## src/verilog/accel_ctrl_map.svh

```systemverilog
// Behaviour
// - Registers are selected by a 7-bit address from the host.
// - Identity register at 0Fh is read-only and returns a fixed code.
// - Rate bit selects 100 Hz when zero, 400 Hz when one; reset zero.
// - Active-mode bit zero holds power-down; one enables measurement.
// - Range select bit, reset zero, chooses between two measurement ranges.
// - Two self-test bits, reset zero, apply output-shifting actuation when set.
// - Per-axis enables reset to one and gate data-ready generation per axis.
// - Three-wire select zero routes read data to serial out pin, else shared pin.
// - Trim values load from flash automatically after power-up reset.
// - Writing one to reload copies flash trims; bit self-clears when done.
// - Filtered output select routes filtered data to outputs when one.
// - Two bits enable the high-pass filter for event detector one and two.
// - Two-bit cut-off field, reset 00, picks cut-off scaled by data rate.
// - Interrupt polarity zero gives active-high pads, one active-low.
// - Driver bit zero drives pads push-pull, one open-drain.
// - Three-bit source per pad picks ground, events, data ready or click.
// - Reading the filter-zero address pulses a high-pass filter clear one clock later.
// - Six bits after direction and increment bits form the register address.
`ifndef ACCEL_CTRL_MAP_SVH
`define ACCEL_CTRL_MAP_SVH

// ----------------------------------------
// Register addresses
// ----------------------------------------
`define ADDR_IDENTITY    7'h0F
`define ADDR_MEASURE     7'h20
`define ADDR_IFFILTER    7'h21
`define ADDR_IRQPAD      7'h22
`define ADDR_FZERO       7'h23

// ----------------------------------------
// Reset values
// ----------------------------------------
`define RST_MEASURE      8'h07
`define RST_IFFILTER     8'h00
`define RST_IRQPAD       8'h00
`define RST_CUTOFF       8'hC8

// ----------------------------------------
// Field positions and trim copy length
// ----------------------------------------
`define IFF_RELOAD_BIT   6
`define TRIM_LOAD_CYCLES 8

`endif

```

## src/verilog/accel_ctrl_pkg.sv

```systemverilog
package accel_ctrl_pkg;

    typedef struct packed {
        logic       rateSelect;
        logic       activeModeBit;
        logic       rangeSelect;
        logic       selftestPlus;
        logic       selftestMinus;
        logic [2:0] axisEnable;
    } measure_t;

    typedef struct packed {
        logic       threeWireSelect;
        logic       reload;
        logic       unused;
        logic       filteredOutputSelect;
        logic       hpfOnDetectorTwo;
        logic       hpfOnDetectorOne;
        logic [1:0] cutoffSel;
    } iffilter_t;

    typedef struct packed {
        logic       irqPolarity;
        logic       irqDriverType;
        logic [2:0] pad2Source;
        logic [2:0] pad1Source;
    } irqpad_t;

    typedef struct packed {
        logic motionEventOne;
        logic motionEventTwo;
        logic dataReady;
        logic click;
    } events_t;

    typedef enum logic [2:0] {
        SRC_GND, SRC_EV1, SRC_EV2, SRC_EV12, SRC_DRDY, SRC_R5, SRC_R6,
        SRC_CLICK
    } pad_src_t;

    typedef enum { TRIM_IDLE, TRIM_COPY } trim_state_t;

endpackage

```

## src/verilog/accel_control_register_bank.sv

```systemverilog
`timescale 1ns/10ps
`default_nettype none
`include "accel_ctrl_map.svh"

module accel_control_register_bank #(
    parameter logic [7:0] IDENTITY_CODE = 8'hA5, // Arbitrary value
    parameter int         TRIM_CYCLES   = `TRIM_LOAD_CYCLES
) (
    // Clock and reset
    input  wire logic                     clk,
    input  wire logic                     sys_rst,
    input  wire logic                     clkEn,
    // Register access from the serial engine
    input  wire logic [6:0]               regAddr,
    input  wire logic                     regWrStb,
    input  wire logic                     regRdStb,
    input  wire logic [7:0]               regWrData,
    output logic      [7:0]               regRdData,
    // Sensor chain controls
    output var accel_ctrl_pkg::measure_t  measureCtrl,
    output var accel_ctrl_pkg::iffilter_t filterCtrl,
    output logic      [7:0]               cutoffCentiHz,
    output logic                          hpfZeroPulse,
    output logic                          trimLoadActive,
    output logic                          threeWireMode,
    // Event sources
    input  wire accel_ctrl_pkg::events_t  events,
    // Interrupt pads: driven level and enable
    output logic                          irqPadOneOut,
    output logic                          irqPadOneOe,
    output logic                          irqPadTwoOut,
    output logic                          irqPadTwoOe
);
    import accel_ctrl_pkg::*;

    // ----------------------------------------
    // Register state
    // ----------------------------------------
    measure_t  measure_ff;
    iffilter_t iff_ff;
    irqpad_t   irq_ff;
    logic [7:0] rdData_ff;
    logic       zero_ff;
    logic       pad1Out_ff;
    logic       pad1Oe_ff;
    logic       pad2Out_ff;
    logic       pad2Oe_ff;
    logic [7:0] cutoff_ff;
    trim_state_t trimState_ff;
    logic [7:0]  trimCnt_ff;
    logic        trimBusy_ff;

    // ----------------------------------------
    // Address decode
    // ----------------------------------------
    wire logic hitMeasure = (regAddr == `ADDR_MEASURE);
    wire logic hitIff     = (regAddr == `ADDR_IFFILTER);
    wire logic hitIrq     = (regAddr == `ADDR_IRQPAD);
    wire logic hitZero    = (regAddr == `ADDR_FZERO);
    wire logic hitId      = (regAddr == `ADDR_IDENTITY);
    wire logic wrMeasure  = regWrStb && hitMeasure;
    wire logic wrIff      = regWrStb && hitIff;
    wire logic wrIrq      = regWrStb && hitIrq;
    wire logic rdZero     = regRdStb && hitZero;
    wire logic reloadReq  = wrIff && regWrData[`IFF_RELOAD_BIT];
    wire logic trimDone   = (trimState_ff == TRIM_COPY)
                         && (trimCnt_ff == 8'(TRIM_CYCLES - 1));

    // Identity never writable; unmapped reads give zero
    wire logic [7:0] rdMux =
        hitId      ? IDENTITY_CODE :
        hitMeasure ? measure_ff    :
        hitIff     ? iff_ff        :
        hitIrq     ? irq_ff        : 8'h00;

    // ----------------------------------------
    // Pad source selection
    // ----------------------------------------
    function automatic logic padSel(input logic [2:0] src,
                                    input events_t ev);
        case (pad_src_t'(src))
            SRC_EV1:   padSel = ev.motionEventOne;
            SRC_EV2:   padSel = ev.motionEventTwo;
            SRC_EV12:  padSel = ev.motionEventOne | ev.motionEventTwo;
            SRC_DRDY:  padSel = ev.dataReady;
            SRC_CLICK: padSel = ev.click;
            default:   padSel = 1'b0;
        endcase
    endfunction

    wire logic pad1Act = padSel(irq_ff.pad1Source, events);
    wire logic pad2Act = padSel(irq_ff.pad2Source, events);
    // Polarity flips the level; open-drain only pulls when asserted
    wire logic pad1Lvl = pad1Act ^ irq_ff.irqPolarity;
    wire logic pad2Lvl = pad2Act ^ irq_ff.irqPolarity;
    wire logic pad1En  = !irq_ff.irqDriverType || pad1Act;
    wire logic pad2En  = !irq_ff.irqDriverType || pad2Act;

    // Cut-off in hundredths of Hz: base at 100 Hz, four times at 400 Hz cut to 8 bits, field 00 at 400 Hz forced to FFh
    wire logic [7:0] cutBase = 8'hC8 >> iff_ff.cutoffSel;
    wire logic [7:0] nxt_cutoff = iff_ff.cutoffSel == 2'b00 &&
                                  measure_ff.rateSelect ? 8'hFF :
                                  (measure_ff.rateSelect ?
                                   8'(cutBase << 2) : cutBase);

    // ----------------------------------------
    // Control registers
    // ----------------------------------------
    always_ff @(posedge clk) begin
        if (sys_rst) begin
            measure_ff <= `RST_MEASURE;
            irq_ff     <= `RST_IRQPAD;
        end else if (clkEn) begin
            if (wrMeasure) begin
                measure_ff <= regWrData;
            end
            if (wrIrq) begin
                irq_ff <= regWrData;
            end
        end
    end

    // Reload bit self-clears when the copy completes; a new request wins
    always_ff @(posedge clk) begin
        if (sys_rst) begin
            iff_ff <= `RST_IFFILTER;
        end else if (clkEn) begin
            if (wrIff) begin
                iff_ff <= regWrData;
            end else if (trimDone) begin
                iff_ff.reload <= 1'b0;
            end
        end
    end

    // ----------------------------------------
    // Trim copy sequencer
    // ----------------------------------------
    always_ff @(posedge clk) begin
        if (sys_rst) begin
            trimState_ff <= TRIM_COPY;
            trimCnt_ff   <= 8'h00;
            trimBusy_ff  <= 1'b1;
        end else if (clkEn) begin
            case (trimState_ff)
                TRIM_IDLE: begin
                    trimCnt_ff <= 8'h00;
                    if (reloadReq) begin
                        trimState_ff <= TRIM_COPY;
                        trimBusy_ff  <= 1'b1;
                    end
                end
                TRIM_COPY: begin
                    trimCnt_ff <= trimCnt_ff + 8'h01;
                    if (trimDone) begin
                        trimState_ff <= TRIM_IDLE;
                        trimBusy_ff  <= 1'b0;
                    end
                end
                default: begin
                    trimState_ff <= TRIM_IDLE;
                    trimBusy_ff  <= 1'b0;
                end
            endcase
        end
    end

    // ----------------------------------------
    // Output registers
    // ----------------------------------------
    always_ff @(posedge clk) begin
        if (sys_rst) begin
            rdData_ff  <= 8'h00;
            zero_ff    <= 1'b0;
            pad1Out_ff <= 1'b0;
            pad1Oe_ff  <= 1'b1;
            pad2Out_ff <= 1'b0;
            pad2Oe_ff  <= 1'b1;
            cutoff_ff  <= `RST_CUTOFF;
        end else if (clkEn) begin
            rdData_ff  <= rdMux;
            zero_ff    <= rdZero;
            pad1Out_ff <= pad1Lvl;
            pad1Oe_ff  <= pad1En;
            pad2Out_ff <= pad2Lvl;
            pad2Oe_ff  <= pad2En;
            cutoff_ff  <= nxt_cutoff;
        end
    end

    assign regRdData      = rdData_ff;
    assign measureCtrl    = measure_ff;
    assign filterCtrl     = iff_ff;
    assign threeWireMode  = iff_ff.threeWireSelect;
    assign hpfZeroPulse   = zero_ff;
    assign trimLoadActive = trimBusy_ff;
    assign cutoffCentiHz  = cutoff_ff;
    assign irqPadOneOut   = pad1Out_ff;
    assign irqPadOneOe    = pad1Oe_ff;
    assign irqPadTwoOut   = pad2Out_ff;
    assign irqPadTwoOe    = pad2Oe_ff;

    // ----------------------------------------
    // Checks
    // ----------------------------------------
    zero_pulse_a: assert property (@(posedge clk) disable iff (sys_rst)
        clkEn && regRdStb && regAddr == `ADDR_FZERO |=> hpfZeroPulse)
        else $error("filter zero pulse missing");
    id_read_a: assert property (@(posedge clk) disable iff (sys_rst)
        clkEn && regAddr == `ADDR_IDENTITY |=> regRdData == IDENTITY_CODE)
        else $error("identity read wrong");
    id_fixed_a: assert property (@(posedge clk) disable iff (sys_rst)
        clkEn && regWrStb && regAddr == `ADDR_IDENTITY
        |=> $stable(measureCtrl) && $stable(filterCtrl))
        else $error("identity write disturbed state");
    measure_wr_a: assert property (@(posedge clk) disable iff (sys_rst)
        clkEn && regWrStb && regAddr == `ADDR_MEASURE
        |=> measureCtrl == $past(regWrData))
        else $error("measure control not written");
    reload_clear_a: assert property (@(posedge clk)
        disable iff (sys_rst)
        clkEn && trimDone && !wrIff |=> !filterCtrl.reload)
        else $error("reload bit stuck");
    reload_start_a: assert property (@(posedge clk) disable iff (sys_rst)
        clkEn && !trimLoadActive && regWrStb && regAddr == `ADDR_IFFILTER
        && regWrData[`IFF_RELOAD_BIT] |=> trimLoadActive)
        else $error("reload copy not started");
    mode_pin_a: assert property (@(posedge clk) disable iff (sys_rst)
        clkEn && regWrStb && regAddr == `ADDR_IFFILTER
        |=> threeWireMode == $past(regWrData[7]))
        else $error("wire mode mismatch");
    pad_gnd_a: assert property (@(posedge clk) disable iff (sys_rst)
        clkEn && irq_ff.pad1Source inside {3'b000, 3'b101, 3'b110}
        && !irq_ff.irqPolarity |=> !irqPadOneOut)
        else $error("pad one not inactive");
    pad_pol_a: assert property (@(posedge clk) disable iff (sys_rst)
        clkEn && irq_ff.pad2Source == 3'b100 && events.dataReady
        |=> irqPadTwoOut == !$past(irq_ff.irqPolarity))
        else $error("pad two polarity wrong");
    pad_od_a: assert property (@(posedge clk) disable iff (sys_rst)
        clkEn && irq_ff.irqDriverType && !pad1Act |=> !irqPadOneOe)
        else $error("open drain drove idle pad");

    // ----------------------------------------
    // Checks: register writes and freeze
    // ----------------------------------------
    iff_wr_a: assert property (@(posedge clk) disable iff (sys_rst)
        clkEn && regWrStb && regAddr == `ADDR_IFFILTER
        |=> filterCtrl == $past(regWrData))
        else $error("filter control not written");

    irq_wr_a: assert property (@(posedge clk) disable iff (sys_rst)
        clkEn && regWrStb && regAddr == `ADDR_IRQPAD
        |=> irq_ff == $past(regWrData))
        else $error("pad control not written");

    measure_hold_a: assert property (@(posedge clk) disable iff (sys_rst)
        !clkEn |=> $stable(measureCtrl))
        else $error("measure control moved while frozen");

    filter_hold_a: assert property (@(posedge clk) disable iff (sys_rst)
        !clkEn |=> $stable(filterCtrl))
        else $error("filter control moved while frozen");

    irq_hold_a: assert property (@(posedge clk) disable iff (sys_rst)
        !clkEn |=> $stable(irq_ff))
        else $error("pad control moved while frozen");

    measure_keep_a: assert property (@(posedge clk) disable iff (sys_rst)
        clkEn && !(regWrStb && regAddr == `ADDR_MEASURE)
        |=> $stable(measureCtrl))
        else $error("measure control changed unwritten");

    irq_keep_a: assert property (@(posedge clk) disable iff (sys_rst)
        clkEn && !(regWrStb && regAddr == `ADDR_IRQPAD)
        |=> $stable(irq_ff))
        else $error("pad control changed unwritten");

    zero_write_a: assert property (@(posedge clk) disable iff (sys_rst)
        clkEn && regWrStb && regAddr == `ADDR_FZERO
        |=> $stable(measureCtrl) && $stable(irq_ff))
        else $error("strobe address write disturbed state");

    // ----------------------------------------
    // Checks: read path
    // ----------------------------------------
    meas_read_a: assert property (@(posedge clk) disable iff (sys_rst)
        clkEn && regAddr == `ADDR_MEASURE
        |=> regRdData == $past(measureCtrl))
        else $error("measure read wrong");

    iff_read_a: assert property (@(posedge clk) disable iff (sys_rst)
        clkEn && regAddr == `ADDR_IFFILTER
        |=> regRdData == $past(filterCtrl))
        else $error("filter read wrong");

    irq_read_a: assert property (@(posedge clk) disable iff (sys_rst)
        clkEn && regAddr == `ADDR_IRQPAD
        |=> regRdData == $past(irq_ff))
        else $error("pad control read wrong");

    zero_read_a: assert property (@(posedge clk) disable iff (sys_rst)
        clkEn && regAddr == `ADDR_FZERO |=> regRdData == 8'h00)
        else $error("strobe address read not zero");

    zero_idle_a: assert property (@(posedge clk) disable iff (sys_rst)
        clkEn && !(regRdStb && regAddr == `ADDR_FZERO) |=> !hpfZeroPulse)
        else $error("spurious filter zero pulse");

    read_hold_a: assert property (@(posedge clk) disable iff (sys_rst)
        !clkEn |=> $stable(regRdData))
        else $error("read data moved while frozen");

    // ----------------------------------------
    // Checks: trim copy
    // ----------------------------------------
    trim_idle_a: assert property (@(posedge clk) disable iff (sys_rst)
        clkEn && trimDone |=> !trimLoadActive)
        else $error("trim copy did not end");

    trim_count_a: assert property (@(posedge clk) disable iff (sys_rst)
        trimLoadActive |-> trimCnt_ff < 8'(TRIM_CYCLES))
        else $error("trim counter overran");

    trim_hold_a: assert property (@(posedge clk) disable iff (sys_rst)
        clkEn && trimLoadActive && !trimDone |=> trimLoadActive)
        else $error("trim copy ended early");

    // ----------------------------------------
    // Checks: pads and cut-off
    // ----------------------------------------
    pad_od_two_a: assert property (@(posedge clk) disable iff (sys_rst)
        clkEn && irq_ff.irqDriverType && !pad2Act |=> !irqPadTwoOe)
        else $error("open drain drove idle pad two");

    pad_pp_a: assert property (@(posedge clk) disable iff (sys_rst)
        clkEn && !irq_ff.irqDriverType |=> irqPadOneOe && irqPadTwoOe)
        else $error("push pull pad not driven");

    pad_or_a: assert property (@(posedge clk) disable iff (sys_rst)
        clkEn && irq_ff.pad1Source == 3'b011 && !irq_ff.irqPolarity
        && (events.motionEventOne || events.motionEventTwo)
        |=> irqPadOneOut)
        else $error("pad one event or missing");

    pad_click_a: assert property (@(posedge clk) disable iff (sys_rst)
        clkEn && irq_ff.pad2Source == 3'b111 && events.click
        && irq_ff.irqPolarity |=> !irqPadTwoOut)
        else $error("pad two click missing");

    pad_two_gnd_a: assert property (@(posedge clk) disable iff (sys_rst)
        clkEn && irq_ff.pad2Source inside {3'b000, 3'b101, 3'b110}
        && irq_ff.irqPolarity |=> irqPadTwoOut)
        else $error("pad two not inactive");

    cutoff_slow_a: assert property (@(posedge clk) disable iff (sys_rst)
        clkEn && !measure_ff.rateSelect && iff_ff.cutoffSel == 2'b00
        |=> cutoffCentiHz == `RST_CUTOFF)
        else $error("slow rate cut-off wrong");

endmodule
`default_nettype wire

```

## config.mk

```make
export PLATFORM = sky130hd
export DESIGN_NAME = accel_control_register_bank
export DESIGN_NICKNAME = d
export VERILOG_FILES = /design/src/verilog/accel_ctrl_pkg.sv /design/src/verilog/accel_control_register_bank.sv
export VERILOG_INCLUDE_DIRS = /design/src /design/src/verilog
export SDC_FILE = /design/constraint.sdc
export NUM_CORES = 1
export LEC_CHECK = 0
export BUFFER_PORTS_ARGS = -buffer_cell sky130_fd_sc_hd__buf_2
export CAP_MARGIN = 15
export CORE_MARGIN = 2
export CORE_UTILIZATION = 52
export DETAILED_ROUTE_END_ITERATION = 8
export PLACE_DENSITY = 0.8
export SETUP_SLACK_MARGIN = 0.2
export SLEW_MARGIN = 20
export SYNTH_ARGS = -nofsm -noshare
export SYNTH_HDL_FRONTEND = slang
export SYNTH_SLANG_ARGS = --single-unit
```

## constraint.sdc

```tcl
create_clock -name clk -period 2.25 [get_ports clk]
set_input_delay 0 -clock clk [delete_from_list [all_inputs] [get_ports clk]]
set_output_delay 0 -clock clk [all_outputs]
set_load 0.05 [all_outputs]
```

After elaboration in Yosys (flattened, before gate mapping). Cells that the tools add are included.

$add $sub $neg: 1. Equal/unequal tests: 20. Shift operators: 1. Muxes and demuxes: 16. Bitwise gates (word level): 3. Reduce and logical (&&, ||, !) cells: 20.

Operators by type and width (number): 2-to-1 mux 32 bit (2); one-hot mux 32 bit (2 select lines) (1); 2-to-1 mux 8 bit (6); equality test 32 x 1 -> 1 bit, second input constant (1); equality test 32 x 2 -> 1 bit, second input constant (1); logical NOT 32 bit (1); equality test 7 x 6 -> 1 bit, second input constant (4); one-hot mux 8 bit (2 select lines) (1); equality test 3 x 2 -> 1 bit, second input constant (4); equality test 3 bit, second input constant (4); one-hot mux 1 bit (5 select lines) (2); AND reduction 2 bit (5); adder 8 x 1 -> 8 bit, second input constant (1); equality test 8 x 3 -> 1 bit, second input constant (1); >> shifter 8 x 2 -> 8 bit, first input constant (1); equality test 7 x 4 -> 1 bit, second input constant (1); logical AND 1 bit (7); equality test 3 x 1 -> 1 bit, second input constant (2); != test 2 bit, second input constant (2); nonzero test 2 bit (2); 2-to-1 mux 1 bit (3); AND reduction 3 bit (1); logical NOT 2 bit (1); logical OR 1 bit (2); 4 further kinds (5).

Register bits: 86. Input port bits: 24. Output and inout bits: 39. Logic and storage cells: 88.

Longest topological paths before layout.
Depth after elaboration: 5. Mapped depth: 6. Depth with buffers taken out: 6.

Worst setup path before layout. Ideal clock, no wire load.

Path type: reg-to-reg. Start point: register iff_ff, in the netlist filterCtrl[1]. End point: register cutoff_ff[3] (netlist: cutoffCentiHz[3]). Setup time: 0.120 ns. Data arrival time: 1.693 ns. Required time: 2.130 ns. Slack: 0.437 ns. Stages on the path, launching flop included: 6. Path buffers: 0. Clock period less this slack: 1.813 ns. Path through: dfxtp_1 -> inv_1 -> ha_1 -> o21ai_0 -> o21ai_0 -> a211o_1.

Cells in the longest elaborated chain, start to end: 3. Elaborated cells on any way between the ends: 5. Those cells by class: shift: 1; mux: 2; reduce/logical: 2.

RTL lines: start, declared (line accel_control_register_bank.sv:40) `iffilter_t iff_ff;`; start signal, assigned (line accel_control_register_bank.sv:126) `` iff_ff <= `RST_IFFILTER; ``; start signal, assigned (line accel_control_register_bank.sv:129) `iff_ff <= regWrData;`; >> shifter 8 x 2 -> 8 bit or logical NOT 2 bit (tied branches) (line accel_control_register_bank.sv:100, accel_control_register_bank.sv:101); 2-to-1 mux 8 bit or logical AND 1 bit (tied branches) (line accel_control_register_bank.sv:103, accel_control_register_bank.sv:101); 2-to-1 mux 8 bit (*) (line accel_control_register_bank.sv:102) `measure_ff.rateSelect ? 8'hFF :`; end signal, assigned (line accel_control_register_bank.sv:179) `` cutoff_ff <= `RST_CUTOFF; ``; end signal, assigned (line accel_control_register_bank.sv:187) `cutoff_ff <= nxt_cutoff;`; end, declared (line accel_control_register_bank.sv:48) `logic [7:0] cutoff_ff;`.

Every way passes the cells marked *; elsewhere a longest branch is shown, timed or not. A chain may end at the register's enable or synchronous reset.

Final worst setup path.
Start point: register irq_ff[1] in the netlist's numbering. End point: register pad1Out_ff (netlist: irqPadOneOut).

Cells in the longest elaborated chain, start to end: 3. Elaborated cells on any way between the ends: 7. Those cells by class: eq/ne: 5; mux: 1; bitwise: 1.

RTL lines: start, declared (line accel_control_register_bank.sv:41) `irqpad_t irq_ff;`; start signal, assigned (line accel_control_register_bank.sv:112) `` irq_ff <= `RST_IRQPAD; ``; start signal, assigned (line accel_control_register_bank.sv:118) `irq_ff <= regWrData;`; equality test 3 bit (tied with other cells) (line accel_control_register_bank.sv:81) `case (pad_src_t'(src))`; one-hot mux 1 bit (5 select lines) (*) (line accel_control_register_bank.sv:81); bitwise XOR 1 bit (*) (line accel_control_register_bank.sv:94) `wire logic pad1Lvl = pad1Act ^ irq_ff.irqPolarity;`; end signal, assigned (line accel_control_register_bank.sv:183) `pad1Out_ff <= pad1Lvl;`; end, declared (line accel_control_register_bank.sv:44) `logic pad1Out_ff;`.

Marks and branches as above.

==> flow_metrics.py <==
metrics = {
    "timing": {
        "fin_tns_setup_ns": 0,
        "rsz0062_at_grt": "no",
        "hold_viol": 0,
        "max_freq_mhz": 622,
        "period_minus_slack_ns": 1.61,
        "worst_pin_slew_ns": 0.906,
        "setup_viol": 0,
        "skew_ns": 0.00726,
        "slew_headroom_pct": 39.6,
        "hold_ws_ns": 0.0657,
        "final_max_slew_viol_count": 0,
        "fin_crit_sh_pct": 71.4,
    },
    "yosys": {
        "synth-xor-area-share_pct": 2.51,
        "yosysUniqueCellTypes": 43,
        "synth_edf_count": 0,
        "ys_ff_latch": 54,
        "synth_top_family_by_area": "simple AND/OR/NAND/NOR gates",
        "syn-instance-count": 267,
        "synthArstFlopShare_pct": 0,
        "synth.mux.area_fraction_pct": 11.5,
        "synth-simple-area-share_pct": 20.5,
        "syn_area_mm2": 0.00245,
        "ys_warn_count": 0,
        "synthAdderAreaFrac_pct": 3.38,
        "synth_compound_area_share_pct": 14.0,
        "syn_avg_cell_area_um2": 9.16,
        "ys_seq_area_share_pct": 44.2,
        "ys.flop_type": "dfxtp_1",
        "synth_nets": 297,
    },
    "drt": {
        "wire_per_inst_um": 15.0,
        "wl_mm": 5.77,
        "drtAntennaViolNets": 0,
        "viasPerCell": 5.60,
        "drc": 0,
        "drtIter0Drc": 139,
        "vias": 2163,
        "firstDrtPassIters": 4,
    },
    "hold_path": {
        "min-delay-path-class": "input pin to flip-flop",
        "min_path_cells": 3,
        "min_to": "trimCnt_ff[1]",
        "worstHoldStart": "clkEn",
    },
    "placement": {
        "place_area_mm2": 0.00281,
        "io_buffers": 62,
        "gp_congestion": 0.797,
        "hpwl_mm": 4.15,
    },
    "die": {
        "dieArea_mm2": 0.00527,
        "core_mm2": 0.00444,
        "die_w_um": 72.6,
        "die_y_um": 72.6,
        "start_util_pct": 55.0,
        "rows": 24,
        "io_pins": 63,
    },
    "finish": {
        "n_fill_cell": 380,
        "final_core_util_pct": 68.2,
        "n_antenna_cell": 0,
        "area_growth_pct": 23.9,
        "drive_gt1_share_pct": 25.1,
        "nets": 363,
        "final_cell_area_mm2": 0.00303,
    },
    "critical_path": {
        "start_kind": "flip-flop",
        "arrival_ns": 1.83,
        "worstSetupEndpointType": "flip-flop",
        "critPathRequiredTime_ns": 2.48,
        "ff2ff_setup_slack_ns": 0.64,
        "path_class": "flip-flop to flip-flop",
        "worstReg2RegStart": "irq_ff[1]",
        "reg2reg_to": "irqPadOneOut",
        "reg2reg_depth": 4,
        "path_max_fanout": 5,
    },
    "pwr": {
        "powerDensity_mw_per_mm2": 641,
        "peakVddDrop_uv": 440,
        "power.leakage_nw": 1.22,
    },
    "clock_network": {
        "numCtsBuffers": 5,
        "clk_latency_ns": 0.32,
        "cts_tree": "built",
        "numClockSinks": 54,
        "clk_path_buf_depth": 2,
        "root_buffer": "clkbuf_8",
        "cts.htree.levels": 2,
        "cts_resized": 0,
        "clk_pin_slew_ns": 0.10,
    },
    "grt": {
        "antenna_found_initial": 0,
        "grt_usage_pct": 23.2,
        "globalRouteOverflowTotal": 0,
        "grt_first_pass_wirelength_mm": 9.47,
        "grt_pass1_vias": 2017,
        "grt_max_degree": 53,
    },
    "flow_run": {
        "cap_violations": 0,
    },
    "status": {
        "status": "finished, final reports clean",
    },
}
## routing by layer
metal | wire length (um) | share of wire [%] | GRT usage (%) | up-vias
li1 | - | - | - | 1083
met1 | 2680 | 46 | 32.4 | 1011
met5 | 0 | 0 | 0 | -
met4 | 83 | 1.4 | 8.64 | 0
met3 | 315 | 5.5 | 6.63 | 8
met2 | 2690 | 47 | 34.0 | 61
## cell type report
cell class	count	area (um2)	share of cell area, %
multi-input combinational	189	1270	42.0
sequential	54	1080	35.7
timing repair buffer	78	450	14.9
clock buffer	6	82.6	2.72
tap	52	65.1	2.15
clock inverter	2	60.1	1.98
inverter	5	18.8	0.619
## registers in the layout, summed over array words and instances, names as in the netlist
register and flops:
irqPadOneOe 1, irq_ff 8, irqPadTwoOe 1, trimCnt_ff 8
irqPadTwoOut 1, threeWireMode 1, cutoffCentiHz 8, regRdData 8
hpfZeroPulse 1, trimLoadActive 1, irqPadOneOut 1, measureCtrl 8
filterCtrl 7
## worst max path at each step
stage                  startpoint  cells after the start          endpoint
floorplan           filterCtrl[1]                      5  cutoffCentiHz[3]
global placement       regAddr[4]                      6         irq_ff[0]
detailed placement     regAddr[4]                      6         irq_ff[3]
CTS                 filterCtrl[1]                      5  cutoffCentiHz[3]
global route        filterCtrl[1]                      5  cutoffCentiHz[3]
finish                  irq_ff[1]                      4      irqPadOneOut
## logic make-up (layout without fill, tap and decap cells)
kind of cell,count (synthesis),after routing
AND/OR/NAND/NOR,98,98
flip-flops,54,54
AO/OA/AOI/OAI,50,50
multiplexers,28,28
buffers and inverters,24,91
XOR/XNOR,7,7
adder cells (fa/ha/maj),6,6
## power breakdown
part	internal (mW)	leakage (nW)	total [mW]	switching [mW]
clock network	0.474	0.0714	0.787	0.313
logic	0.0609	0.709	0.179	0.118
registers	0.969	0.438	0.977	0.00824
## critical path: stages, from the launching register on
cell and delay, ns:
dfxtp_1 0.35, or3b_2 0.46, a31oi_1 0.37, xnor2_1 0.11
a211oi_1 0.22
## synthesized netlist by cell type (2+ instances only)
| master | instances | share of area [%] |
|---|---|---|
| nor3_1 | 8 | 1.6 |
| nor2_1 | 41 | 6.3 |
| a21oi_1 | 15 | 3.1 |
| a221oi_1 | 6 | 2.1 |
| o2bb2ai_1 | 4 | 1.4 |
| nand3_1 | 8 | 1.6 |
| or3_1 | 3 | 0.77 |
| o21ai_0 | 6 | 1.2 |
| dfxtp_1 | 54 | 44 |
| o22ai_1 | 2 | 0.51 |
| nand2b_1 | 2 | 0.51 |
| nand2_1 | 12 | 1.8 |
| nand4_1 | 4 | 1.0 |
| a211oi_1 | 5 | 1.5 |
| mux2i_1 | 28 | 11 |
| clkbuf_1 | 12 | 1.8 |
| ha_1 | 5 | 2.6 |
| a22o_1 | 4 | 1.4 |
| nor4_1 | 3 | 0.77 |
| a21o_1 | 2 | 0.61 |
| a31oi_1 | 2 | 0.51 |
| nand3b_1 | 2 | 0.61 |
| nor2b_1 | 4 | 1.0 |
| buf_1 | 3 | 0.46 |
| or3b_2 | 2 | 0.72 |
| nand4b_1 | 2 | 0.72 |
| inv_1 | 4 | 0.61 |
| a211o_1 | 2 | 0.72 |
| xor2_1 | 4 | 1.4 |
| xnor2_1 | 3 | 1.1 |
| buf_2 | 3 | 0.61 |
## what timing repair did
item / in CTS / in global routing
hold buffers: 8 / 0
setup buffers: 0 / 0
endpoints found under the hold margin: 22 / 0
## stage by stage
stage               power, mW  worst slack, ns  cells
global route             2.01            0.492    386
global placement         1.16            0.505    370
CTS                      1.95            0.643    386
floorplan                1.11            0.437    267
detailed placement       1.17            0.444    370
finish                   1.94            0.643    386
## placed cells by master, fill, tap and decap left out, types with 3 or more instances in the layout
cell type      synthesis  final
nor3_1                 8      8
nand2_1               12     12
or3_1                  3      3
nand3_1                8      8
dlygate4sd3_1          0      8
buf_4                  1      8
a22o_1                 4      4
o2bb2ai_1              4      4
dfxtp_1               54     54
a211oi_1               5      5
inv_1                  4      4
o21ai_0                6      6
xor2_1                 4      4
a21oi_1               15     15
nand4_1                4      4
xnor2_1                3      3
buf_2                  3     62
mux2i_1               28     28
clkbuf_8               0      6
a221oi_1               6      6
ha_1                   5      5
nor2b_1                4      4
nor2_1                41     41
Note: power is estimated with default switching activity, not from simulation.
